[src/rtl/ddf_consts.svh]
// named constants for the dual dac serial frame decoder
`ifndef DDF_CONSTS_SVH
`define DDF_CONSTS_SVH
// ****************************************
// frame geometry
// ****************************************
`define DDF_FRAME_BITS 5'h18
`define DDF_CNT_SAT 5'h19
`define DDF_RW_BIT 23
`define DDF_ZERO_BIT 22
`define DDF_REG_HI 21
`define DDF_REG_LO 19
`define DDF_CHAN_HI 18
`define DDF_CHAN_LO 16
`define DDF_DATA_HI 15
`define DDF_CODE_LO 4
`define DDF_RANGE_HI 2
// ****************************************
// register select and channel codes
// ****************************************
`define DDF_REG_DAC 3'h0
`define DDF_REG_RANGE 3'h1
`define DDF_REG_POWER 3'h2
`define DDF_REG_CTRL 3'h3
`define DDF_CHAN_A 3'h0
`define DDF_CHAN_B 3'h2
`define DDF_CHAN_BOTH 3'h4
// ****************************************
// range codes and reset values
// ****************************************
`define DDF_RANGE_BIP_MIN 3'h3
`define DDF_RANGE_BIP_MAX 3'h5
`define DDF_RST_CODE 12'h000
`define DDF_RST_RANGE 3'h0
`define DDF_RST_WORD 16'h0000
`endif

[src/rtl/ddf_pkg.sv]
// shared types for the dual dac serial frame decoder
package ddf_pkg;
  // register select field value
  typedef logic [2:0] ddf_regsel_t;
  // channel address field value
  typedef logic [2:0] ddf_chan_t;
  // 12-bit dac code
  typedef logic [11:0] ddf_code_t;
  // output range code bits
  typedef logic [2:0] ddf_range_t;
endpackage

[src/rtl/ddf_frame_decoder.sv]
// serial frame decoder and register file of a dual-channel dac
// Operation
// (RL1) frames are exactly 24 bits, held whole
// (RL2) bits shift in most significant first
// (RL3) flag, zero, register, channel, 16 data bits
// (RL4) host drives reserved bit to zero
// (RL5) top bit chooses read or write
// (RL6) register codes: dac, range, power, control
// (RL7) channel codes: a, b, both
// (RL8) every addressed register is read/write
// (RL9) twos complement maps around zero volts
// (RL10) straight binary maps zero to zero volts
// (RL11) offset binary maps midcode to zero volts
// (RL12) dac code sits in data bits 15:4
// (RL13) range bits pick one of six ranges
// (RL14) short or long frames are discarded
`include "ddf_consts.svh"
module ddf_frame_decoder (
  // clock and reset
  input wire logic clock,
  input wire logic rst,
  // serial link pins
  input wire logic serialClock,
  input wire logic serial_data_input,
  input wire logic frameSyncN,
  // coding select pin, high for offset binary in bipolar ranges
  input wire logic offsetBinarySel,
  // frame event outputs
  output logic frameTaken_r,
  output logic frameDropped_r,
  output logic isRead_r,
  output ddf_pkg::ddf_regsel_t regSel_r,
  output ddf_pkg::ddf_chan_t chanSel_r,
  // readback word
  output logic [15:0] readData_r,
  // register contents
  output ddf_pkg::ddf_code_t dacCodeA_r,
  output ddf_pkg::ddf_code_t dacCodeB_r,
  output ddf_pkg::ddf_range_t rangeA_r,
  output ddf_pkg::ddf_range_t rangeB_r,
  output logic [15:0] powerCtl_r,
  output logic [15:0] control_r,
  // offset-binary level per channel, 000 is the lowest output
  output ddf_pkg::ddf_code_t levelA_r,
  output ddf_pkg::ddf_code_t levelB_r
);
  // ****************************************
  // pin synchronisation
  // ****************************************
  // synchronised copies of the pins
  logic [3:0] pinS;
  logic sclkS;
  logic sdinS;
  logic syncNS;
  logic binS;
  // previous synced clock and frame sync, for edge finding
  logic sclkD_r;
  logic syncND_r;

  // all four pins cross into the clock domain together
  ddf_sync #(.WIDTH(4), .INIT(4'h5)) uSync (
    .clock(clock),
    .rst(rst),
    .asyncIn({offsetBinarySel, frameSyncN, serial_data_input, serialClock}),
    .syncOut(pinS)
  );
  assign sclkS = pinS[0];
  assign sdinS = pinS[1];
  assign syncNS = pinS[2];
  assign binS = pinS[3];

  // delayed copies for edge detection
  always_ff @(posedge clock or posedge rst) begin
    if (rst) begin
      sclkD_r <= 1'b1;
      syncND_r <= 1'b1;
    end else begin
      sclkD_r <= sclkS;
      syncND_r <= syncNS;
    end
  end

  // ****************************************
  // shift register and bit counter
  // ****************************************
  // falling serial clock inside a frame takes one bit
  logic sampleBit;
  logic frameStart;
  logic frameEnd;
  logic take;
  logic [23:0] shift_r;
  logic [4:0] bitCnt_r;
  assign sampleBit = sclkD_r & ~sclkS & ~syncNS;
  assign frameStart = syncND_r & ~syncNS;
  assign frameEnd = ~syncND_r & syncNS;
  // (RL14) only a full-length frame is acted on
  assign take = frameEnd && (bitCnt_r == `DDF_FRAME_BITS);

  // (RL2) shift left so the first bit ends on top
  always_ff @(posedge clock or posedge rst) begin
    if (rst) begin
      shift_r <= 24'h000000;
    end else if (sampleBit) begin
      shift_r <= {shift_r[22:0], sdinS};
    end
  end

  // (RL1) count bits, saturating past the frame length
  always_ff @(posedge clock or posedge rst) begin
    if (rst) begin
      bitCnt_r <= 5'h00;
    end else if (frameStart) begin
      bitCnt_r <= 5'h00;
    end else if (sampleBit && bitCnt_r != `DDF_CNT_SAT) begin
      bitCnt_r <= bitCnt_r + 5'h01;
    end
  end

  // ****************************************
  // field decode
  // ****************************************
  // fields of the held frame; the reserved zero bit is not checked
  logic frameRead;
  ddf_pkg::ddf_regsel_t frameReg;
  ddf_pkg::ddf_chan_t frameChan;
  logic hitA;
  logic hitB;
  logic doWrite;
  // (RL3) fixed field positions
  assign frameRead = shift_r[`DDF_RW_BIT];
  assign frameReg = shift_r[`DDF_REG_HI:`DDF_REG_LO];
  assign frameChan = shift_r[`DDF_CHAN_HI:`DDF_CHAN_LO];
  // (RL7) channel decode, other codes reach no channel
  assign hitA = (frameChan == `DDF_CHAN_A) || (frameChan == `DDF_CHAN_BOTH);
  assign hitB = (frameChan == `DDF_CHAN_B) || (frameChan == `DDF_CHAN_BOTH);
  // (RL5) low flag writes, high flag reads
  assign doWrite = take && !frameRead;

  // frame event outputs, one-cycle pulses and held fields
  always_ff @(posedge clock or posedge rst) begin
    if (rst) begin
      frameTaken_r <= 1'b0;
      frameDropped_r <= 1'b0;
      isRead_r <= 1'b0;
      regSel_r <= `DDF_REG_DAC;
      chanSel_r <= `DDF_CHAN_A;
    end else begin
      frameTaken_r <= take;
      // (RL14) report frames of wrong length
      frameDropped_r <= frameEnd && !take;
      if (take) begin
        isRead_r <= frameRead;
        regSel_r <= frameReg;
        chanSel_r <= frameChan;
      end
    end
  end

  // ****************************************
  // register writes
  // ****************************************
  // (RL6) register select steers each write
  always_ff @(posedge clock or posedge rst) begin
    if (rst) begin
      dacCodeA_r <= `DDF_RST_CODE;
      dacCodeB_r <= `DDF_RST_CODE;
      rangeA_r <= `DDF_RST_RANGE;
      rangeB_r <= `DDF_RST_RANGE;
      powerCtl_r <= `DDF_RST_WORD;
      control_r <= `DDF_RST_WORD;
    end else if (doWrite) begin
      case (frameReg)
        `DDF_REG_DAC: begin
          // (RL12) low four data bits dropped
          if (hitA) dacCodeA_r <= shift_r[`DDF_DATA_HI:`DDF_CODE_LO];
          if (hitB) dacCodeB_r <= shift_r[`DDF_DATA_HI:`DDF_CODE_LO];
        end
        `DDF_REG_RANGE: begin
          // (RL13) three range bits kept per channel
          if (hitA) rangeA_r <= shift_r[`DDF_RANGE_HI:0];
          if (hitB) rangeB_r <= shift_r[`DDF_RANGE_HI:0];
        end
        `DDF_REG_POWER: begin
          powerCtl_r <= shift_r[`DDF_DATA_HI:0];
        end
        `DDF_REG_CTRL: begin
          control_r <= shift_r[`DDF_DATA_HI:0];
        end
        default: begin
          // unknown register select, write ignored
        end
      endcase
    end
  end

  // ****************************************
  // readback
  // ****************************************
  // (RL8) reads return what was written; channel b only when a is not hit
  always_ff @(posedge clock or posedge rst) begin
    if (rst) begin
      readData_r <= `DDF_RST_WORD;
    end else if (take && frameRead) begin
      case (frameReg)
        `DDF_REG_DAC: readData_r <= {hitA ? dacCodeA_r : dacCodeB_r, 4'h0};
        `DDF_REG_RANGE: readData_r <= {13'h0000, hitA ? rangeA_r : rangeB_r};
        `DDF_REG_POWER: readData_r <= powerCtl_r;
        `DDF_REG_CTRL: readData_r <= control_r;
        default: readData_r <= `DDF_RST_WORD;
      endcase
    end
  end

  // ****************************************
  // code to level mapping
  // ****************************************
  // bipolar ranges are the codes 011 to 101
  function automatic logic is_bipolar(input ddf_pkg::ddf_range_t r);
    is_bipolar = (r >= `DDF_RANGE_BIP_MIN) && (r <= `DDF_RANGE_BIP_MAX);
  endfunction

  // level is offset binary: twos complement flips the top bit
  function automatic ddf_pkg::ddf_code_t to_level(input ddf_pkg::ddf_code_t c, input ddf_pkg::ddf_range_t r,
                                                  input logic offBin);
    // (RL9) twos complement: 000 is zero volts, 800 most negative
    if (is_bipolar(r) && !offBin) to_level = {~c[11], c[10:0]};
    // (RL10) (RL11) straight and offset binary pass through
    else to_level = c;
  endfunction

  // levels follow the stored codes one cycle later
  always_ff @(posedge clock or posedge rst) begin
    if (rst) begin
      levelA_r <= `DDF_RST_CODE;
      levelB_r <= `DDF_RST_CODE;
    end else begin
      levelA_r <= to_level(dacCodeA_r, rangeA_r, binS);
      levelB_r <= to_level(dacCodeB_r, rangeB_r, binS);
    end
  end
endmodule

[src/rtl/ddf_sync.sv]
// two flip-flop synchroniser for pin inputs
module ddf_sync #(
  parameter int WIDTH = 1,
  parameter logic [WIDTH-1:0] INIT = '0
) (
  // clock and reset
  input wire logic clock,
  input wire logic rst,
  // asynchronous levels in, synchronised levels out
  input wire logic [WIDTH-1:0] asyncIn,
  output logic [WIDTH-1:0] syncOut
);
  // first stage, read only by the second stage
  logic [WIDTH-1:0] meta_r;

  // two stages in series
  always_ff @(posedge clock or posedge rst) begin
    if (rst) begin
      meta_r <= INIT;
      syncOut <= INIT;
    end else begin
      meta_r <= asyncIn;
      syncOut <= meta_r;
    end
  end
endmodule

[config.mk]
export PLATFORM = sky130hd
export DESIGN_NAME = ddf_frame_decoder
export DESIGN_NICKNAME = d
export VERILOG_FILES = /design/src/rtl/ddf_pkg.sv /design/src/rtl/ddf_frame_decoder.sv /design/src/rtl/ddf_sync.sv
export VERILOG_INCLUDE_DIRS = /design/src /design/src/rtl
export SDC_FILE = /design/constraint.sdc
export NUM_CORES = 1
export LEC_CHECK = 0
export ABC_CLOCK_PERIOD_IN_PS = 6500
export BUFFER_PORTS_ARGS = -buffer_cell sky130_fd_sc_hd__buf_2
export CELL_PAD_IN_SITES_DETAIL_PLACEMENT = 1
export CELL_PAD_IN_SITES_GLOBAL_PLACEMENT = 1
export CORE_UTILIZATION = 45
export CTS_CLUSTER_SIZE = 20
export DETAILED_ROUTE_END_ITERATION = 12
export PLACE_DENSITY_LB_ADDON = 0.05
export SLEW_MARGIN = 20
export SYNTH_ARGS = -nofsm -noshare
export SYNTH_HDL_FRONTEND = slang
export SYNTH_HIERARCHICAL = 1
export SYNTH_SLANG_ARGS = --single-unit
[constraint.sdc]
create_clock -name clock -period 6.5 [get_ports clock]
set_clock_uncertainty 0.2 [all_clocks]
set_input_delay 1.95 -clock clock [delete_from_list [all_inputs] [get_ports clock]]
set_output_delay 1.95 -clock clock [all_outputs]
set_load 0.1 [all_outputs]
* After elaboration in Yosys (flattened, before gate mapping)
Index checks and enable logic that the tools add are counted.
** Cells by class
- Add/sub/neg operators :: 1
- Order comparisons :: 4
- Eq/ne operators :: 7
- Muxes and demuxes :: 7
- Bitwise logic cells :: 9
- Reductions and logical operators :: 23
** Operators by type and width (count)
- 16-bit one-hot mux with 4 select lines :: 1
- 12-bit two-way mux :: 3
- 3-bit AND reduction :: 4
- 5-bit two-way mux :: 2
- 3-bit by 2-bit equality test with 1-bit output (second input constant) :: 3
- 1-bit logical AND :: 9
- 3-bit by 2-bit greater-or-equal comparator with 1-bit output (second input constant) :: 2
- 3-bit <= comparator (second input constant) :: 2
- 3-bit logical NOT :: 2
- 5-bit by 1-bit adder with 5-bit output (second input constant) :: 1
- 5-bit equality test (second input constant) :: 1
- 5-bit inequality test (second input constant) :: 1
- 1-bit NOT :: 5
- 1-bit AND :: 4
- 2-bit AND reduction :: 2
- 3-bit by 1-bit equality test with 1-bit output (second input constant) :: 1
- 3-bit equality test (second input constant) :: 1
- 1-bit logical NOT :: 3
- 3-bit two-way mux :: 1
- 1-bit logical OR :: 2
- 2-bit nonzero test :: 1
** Word-level totals
- Bits in registers :: 150
- Bits of input ports :: 6
- Output and inout port bits :: 111

* Depth between registers and ports, before layout
Gate-level depths: netlist of run 1.
- Depth after elaboration :: 6
- Depth in mapped cells :: 7
- Gate-level depth less buffers :: 6

* Modules after synthesis
Netlist of run 1, hierarchy kept.
** By module, submodules not included
- ddf_frame_decoder :: instances 1, cells each 370, area an instance 5556.6 sq um
- ddf_sync :: instances 1, cells each 9, area an instance 209.0 sq um

* Worst setup path before layout of run 1
No wires, ideal clock.
- Path type :: reg-to-output
- Start point :: register dacCodeA_r[11]
- End point :: output dacCodeA_r[11]
- Arrival :: 936 ps
- Setup slack :: 3414 ps
- Stages on the path, launching flop included :: 1
- Buffers on the path :: 0
- Cells stage by stage :: dfrtp_1
** RTL lines
- start, declared :: RTL line ddf_frame_decoder.sv:37 : output ddf_pkg::ddf_code_t dacCodeA_r,
- start signal, assigned :: RTL line ddf_frame_decoder.sv:165 : dacCodeA_r <= `DDF_RST_CODE;
- start signal, assigned :: RTL line ddf_frame_decoder.sv:175 : if (hitA) dacCodeA_r <= shift_r[`DDF_DATA_HI:`DDF_CODE_LO];
No word-level cell between the ends.

* Final worst setup path of run 1
- Start point :: register dacCodeA_r[0]
- End point :: output dacCodeA_r[0]
No word-level cell between the ends.

==> results.json, run 1 <==
{
  "run_status": "finished clean",
  "avgSynthCellArea_um2": 15.21,
  "finalMaxSlewViolations": 0,
  "wl_um": 13360,
  "max_slew_margin_pct": 37.01,
  "synth_top_cell_area_share_pct": 62.50,
  "clk_latency_ns": 0.41,
  "path_max_fanout": 4,
  "worstHoldPathType": "register to register",
  "r2r_slack_ns": 3.66,
  "synthFlopType": "dfrtp_1",
  "crit_start": "dacCodeA_r[0]$_DFFE_PP0P_",
  "clock_sinks": 150,
  "io_pins": 117,
  "hold_violations": 0,
  "critical_path.endpoint_type": "output pin",
  "hold_buffers": 0,
  "via_count": 3638,
  "cts_made_buffers": 17,
  "ir_worst_vdd_mv": 0.1304,
  "r2r-start": "bitCnt_r[0]$_DFFE_PP0P_",
  "port_buffers": 116,
  "dp_worst_setup_slack_ns": 2.925,
  "synth_warnings": 6,
  "worst_slew_pin_slew_ns": 0.9422,
  "htreeDepth": 4,
  "start_util_pct": 47.02,
  "crit_chain": "buf_2",
  "synthArstFlopShare_pct": 100.0,
  "antenna_cells": 0,
  "holdCritStartpoint": "uSync/meta_r[1]$_DFF_PP0_",
  "drive_gt1_share_pct": 48.84,
  "synth_top_family_by_area": "multiplexers",
  "antenna_found_initial": 0,
  "wl_met1_um": 5990,
  "fillers": 1237,
  "dr.max_layer_used": "met4",
  "p_per_area_nw_per_um2": 285.8,
  "cp.arrival_ns": 1.31,
  "syn_area_um2": 5766,
  "synthMuxAreaShare_pct": 21.03,
  "drt_iter0_drc": 153,
  "fin_ws_ns": 3.040,
  "slowest_delay_ns": 0.46,
  "place_area_um2": 6533,
  "synth_cell_types": 36,
  "hpwl_um": 8469,
  "wl_met2_um": 6719,
  "setup_viol": 0,
  "synth.most_common_cell": "dfrtp_1",
  "routedWlPerCell_um": 19.53,
  "multi_input_area_um2": 1937,
  "slowest_stage": "buf_2",
  "drv_cap": 0,
  "critPathLaunchType": "register",
  "regArea_um2": 3761,
  "clock_path_buffers": 2,
  "clock.fmax_mhz": 289.0,
  "p_total_uw": 2038,
  "cts_setup_buffers": 0,
  "grt_util_all_layers_pct": 22.10,
  "synth_edf_count": 0,
  "cts_tree": "done",
  "grt_pass1_vias": 3781,
  "setup_tns_ns": 0,
  "wl_met3_um": 495,
  "rsz0062_at_grt": "no",
  "synth_xor_area_share_pct": 1.063,
  "crit_family": "buffers and inverters",
  "synth_seq_cells": 150,
  "drc_errors": 0,
  "grt_first_pass_wirelength_um": 21130,
  "cts.reportedPaths.clkPinSlew_ns": 0.06,
  "syn2layout_area_growth_pct": 23.70,
  "ctsResizeCount": 0,
  "synth-simple-area-share_pct": 4.926,
  "firstDrtPassIters": 4,
  "die_h_um": 115.2,
  "finalCritPeriodShare_pct": 53.23,
  "syn_nets": 388,
  "viasPerCell": 5.319,
  "overflow": 0,
  "place_congestion": 0.7790,
  "post-route-min-period_ns": 3.460,
  "postRouteAntennaNets": 0,
  "yosys.area.top_type": "dfrtp_1",
  "std_cell_rows": 40,
  "dieArea_um2": 13270,
  "cts-root-buf": "clkbuf_16",
  "die_w_um": 115.2,
  "ys_top_cells_by_count": "dfrtp_1 (144), mux2_2 (86), o21ai_0 (17)",
  "path_class": "register to output pin",
  "ys_seq_area_share_pct": 65.23,
  "synth.area.top_cells": "dfrtp_1 (63%), mux2_2 (17%), dfstp_2 (2.7%)",
  "final_nets": 512,
  "core_um2": 12260,
  "p_leak_uw": 0.003902,
  "synthAdderAreaFrac_pct": 0.6510,
  "crit_buf_inv": 1,
  "grt_max_degree": 99,
  "syn_inst": 379,
  "synth_compound_area_share_pct": 5.599,
  "critical_path_required_ns": 4.35,
  "final_cell_area_um2": 7132
}
==> per-stage QoR <==
step                      std cells  hold slack [ns]  util, %
after floorplan                 379           0.1312        -
after global placement          652           0.1361    53.28
after detailed placement        652           0.1418    53.28
after CTS                       684           0.1523    58.11
after global routing            684           0.1562    58.16
final                           684           0.1472    58.16
==> cell usage in the layout, fill, tap and decap left out, types with 2 or more instances in the layout <==
| master | count |
|---|---|
| ha_1 | 3 |
| clkbuf_1 | 4 |
| mux2i_1 | 12 |
| buf_4 | 4 |
| a22oi_1 | 13 |
| mux2_2 | 86 |
| nor3b_2 | 2 |
| dfstp_2 | 6 |
| bufinv_16 | 3 |
| clkinv_2 | 4 |
| clkinvlp_4 | 2 |
| xor2_1 | 6 |
| dfrtp_1 | 144 |
| clkbuf_8 | 2 |
| mux2_1 | 11 |
| o21ai_0 | 17 |
| nand4_1 | 2 |
| nand2_2 | 2 |
| nand2_1 | 10 |
| and3b_1 | 2 |
| clkbuf_16 | 17 |
| inv_1 | 3 |
| buf_2 | 116 |
| nor2_1 | 8 |
| nand3_1 | 6 |
| a222oi_1 | 3 |
| a22o_1 | 12 |
==> layer usage <==
layer	GRT usage, %	up-vias
met4	8.571	0
met1	29.48	1910
met2	35.58	95
met5	0	-
li1	-	1620
met3	4.639	13
==> state kept, by name, summed over array words and instances, names as in the netlist <==
| register | flops |
|---|---|
| bitCnt_r | 5 |
| chanSel_r | 3 |
| control_r | 16 |
| dacCodeA_r | 12 |
| dacCodeB_r | 12 |
| frameDropped_r | 1 |
| frameTaken_r | 1 |
| isRead_r | 1 |
| levelA_r | 12 |
| levelB_r | 12 |
| powerCtl_r | 16 |
| rangeA_r | 3 |
| rangeB_r | 3 |
| readData_r | 16 |
| regSel_r | 3 |
| sclkD_r | 1 |
| shift_r | 24 |
| syncND_r | 1 |
| uSync/meta_r | 4 |
| uSync/syncOut | 4 |
==> layout make-up <==
| class | instances | area share, % |
|---|---|---|
| sequential | 150 | 52.74 |
| multi-input combinational | 210 | 27.16 |
| timing repair buffer | 120 | 8.561 |
| clock buffer | 23 | 6.561 |
| tap | 168 | 2.947 |
| clock inverter | 9 | 1.754 |
| inverter | 4 | 0.2807 |
==> path summary, 6_finish.rpt <==
| path | to | cells after the start |
|---|---|---|
| max in group asynchronous | control_r[8]$_DFFE_PP0P_ | 3 |
| worst min register to register | uSync/syncOut[1]$_DFF_PP0_ | 0 |
| worst min-delay path | uSync/syncOut[1]$_DFF_PP0_ | 0 |
| worst max-delay path | dacCodeA_r[0] | 1 |
| worst max register to register | dacCodeB_r[3]$_DFFE_PP0P_ | 6 |
| min in group asynchronous | uSync/syncOut[3]$_DFF_PP0_ | 2 |
==> power breakdown <==
group          total (uW)  leakage (uW)  switching [uW]  internal, uW
Sequential           1000       0.00205            37.4           964
Clock                 976      0.000287             355           621
Combinational        61.2       0.00156            35.3          25.9
Total                2040       0.00390             427          1610
==> cell families after synthesis <==
kind of cell | Yosys count
flops | 150
mux | 109
simple gates | 45
compound gates | 46
fa+ha+maj | 3
xor+xnor | 7
buf+inv | 19
Power figures use the tool's default switching activity.
==> inputs of run 2 (changes only) <==
ABC_CLOCK_PERIOD_IN_PS = 3300   (was 6500)
clock period = 3.3 ns   (was 6.5 ns; I/O delays follow)
==> results.json, run 2 (synthesis results as in run 1) <==
{
  "clock_path_buffers": 2,
  "antenna_found_initial": 0,
  "setup_tns_ns": 0,
  "routedWlPerCell_um": 20.17,
  "p_total_uw": 4084,
  "clk_latency_ns": 0.42,
  "firstDrtPassIters": 4,
  "viasPerCell": 5.338,
  "setup_viol": 0,
  "htreeDepth": 4,
  "fin_util_pct": 58.53,
  "cts_tree": "done",
  "final_common_cell": "dfrtp_1",
  "path_class": "register to register",
  "worst_r2r_endpoint": "readData_r[1]$_DFFE_PP0P_",
  "std_cell_rows": 40,
  "hold_buffers": 0,
  "drc_errors": 0,
  "largest_reg_flops": 24,
  "cts_setup_buffers": 0,
  "path_max_fanout": 18,
  "io_pins": 117,
  "final_cells": 687,
  "most-common-layout-cells": "dfrtp_1 (144), buf_2 (116), mux2_2 (86), o21ai_0 (17), clkbuf_16 (17)",
  "port_buffers": 116,
  "hold-path-endpoint": "uSync/syncOut[2]$_DFF_PP1_",
  "holdCritStartpoint": "uSync/meta_r[2]$_DFF_PP1_",
  "overflow": 0,
  "die_w_um": 115.2,
  "rsz0062_at_grt": "no",
  "antenna_cells": 0,
  "r2r-start": "bitCnt_r[0]$_DFFE_PP0P_",
  "post-route-min-period_ns": 2.520,
  "cts_made_buffers": 17,
  "clock_sinks": 150,
  "drv_cap": 0,
  "ff2ff_path_depth": 6,
  "postRouteAntennaNets": 0,
  "grt_first_pass_wirelength_um": 22080,
  "p_leak_uw": 0.003933,
  "dieArea_um2": 13270,
  "grt_max_degree": 143,
  "syn2layout_area_growth_pct": 24.48,
  "critical_path_required_ns": 3.44,
  "die_h_um": 115.2,
  "grt_util_all_layers_pct": 23.11,
  "wl_um": 13860,
  "critPathLaunchType": "register",
  "cts-root-buf": "clkbuf_16",
  "clock.fmax_mhz": 396.8,
  "finalMaxSlewViolations": 0,
  "largest-register": "shift_r",
  "core_um2": 12260,
  "hold-worst-slack_ns": 0.1533,
  "dp_cells": 655,
  "cts.reportedPaths.clkPinSlew_ns": 0.06,
  "cp.arrival_ns": 2.66,
  "ir_worst_vdd_mv": 0.3882,
  "fillers": 1226,
  "p_per_area_nw_per_um2": 569.0,
  "multi_input_area_um2": 1931,
  "finalCritPeriodShare_pct": 76.37,
  "ctsResizeCount": 0,
  "drive_gt1_share_pct": 49.52,
  "r2r_slack_ns": 0.78,
  "hold_violations": 0,
  "grt_pass1_vias": 3796,
  "regArea_um2": 3761,
  "drt_iter0_drc": 185,
  "critical_path.endpoint_type": "register",
  "start_util_pct": 47.02,
  "worst_slew_pin_slew_ns": 0.8193,
  "max_slew_margin_pct": 45.24,
  "final_nets": 515,
  "via_count": 3667,
  "hpwl_um": 8967,
  "place_congestion": 0.7225,
  "run_status": "finished clean",
  "holdPathStages": 0,
  "worstHoldPathType": "register to register"
}
[run 2: changes by cell type in the layout (fill, tap and decap cells not counted), sizes merged]
cell,delta
clkinv,+1
buf,+3
inv,-1
[run 2: worst max-delay path by stage]
stage                                           from                        end  slack [ns]  cells after the start
after floorplan                                  rst    bitCnt_r[0]$_DFFE_PP0P_        0.33                      1
after CTS                 dacCodeB_r[11]$_DFFE_PP0P_             dacCodeB_r[11]        0.76                      1
final                        bitCnt_r[0]$_DFFE_PP0P_  readData_r[1]$_DFFE_PP0P_        0.78                      6
after global routing         bitCnt_r[0]$_DFFE_PP0P_  readData_r[0]$_DFFE_PP0P_        0.62                      6
after detailed placement     bitCnt_r[0]$_DFFE_PP0P_  readData_r[0]$_DFFE_PP0P_        0.76                      6
after global placement       bitCnt_r[0]$_DFFE_PP0P_  dacCodeA_r[2]$_DFFE_PP0P_        0.85                      6
[run 2: per-layer routing]
| layer | vias up | track usage [%] | wire (um) |
|---|---|---|---|
| met3 | 15 | 6.484 | 479 |
| met5 | - | 0 | 0 |
| met2 | 92 | 35.42 | 6771 |
| met4 | 0 | 7.446 | 199 |
| li1 | 1632 | - | - |
| met1 | 1928 | 31.94 | 6408 |
[run 2: power by group]
part	total, uW	switching [uW]	internal, uW
clock	1990	724	1260
combinational	123	69.9	52.7
sequential	1970	76.8	1900
[run 2: through the flow]
stage,setup WS (ns),instance area [um^2]
final,0.7798,7177
after floorplan,0.3346,5769
after global routing,0.6174,7177
after global placement,0.8463,6566
after CTS,0.7629,7177
after detailed placement,0.7561,6566
[run 2: critical path: stages, from the launching register on]
cell,delay [ns]
dfrtp_1,0.42
inv_1,0.11
ha_1,0.22
and4b_1,0.27
nand2_1,0.50
or2_2,0.55
o21ai_0,0.18
[run 2: area by class of cell]
| class | count | share of cell area [%] |
|---|---|---|
| multi-input cells | 210 | 26.90 |
| inverters | 4 | 0.2615 |
| clock buffers | 23 | 6.799 |
| flip-flops and latches | 150 | 52.41 |
| repair buffers | 123 | 8.996 |
| well taps | 168 | 2.929 |
| clock inverters | 9 | 1.709 |
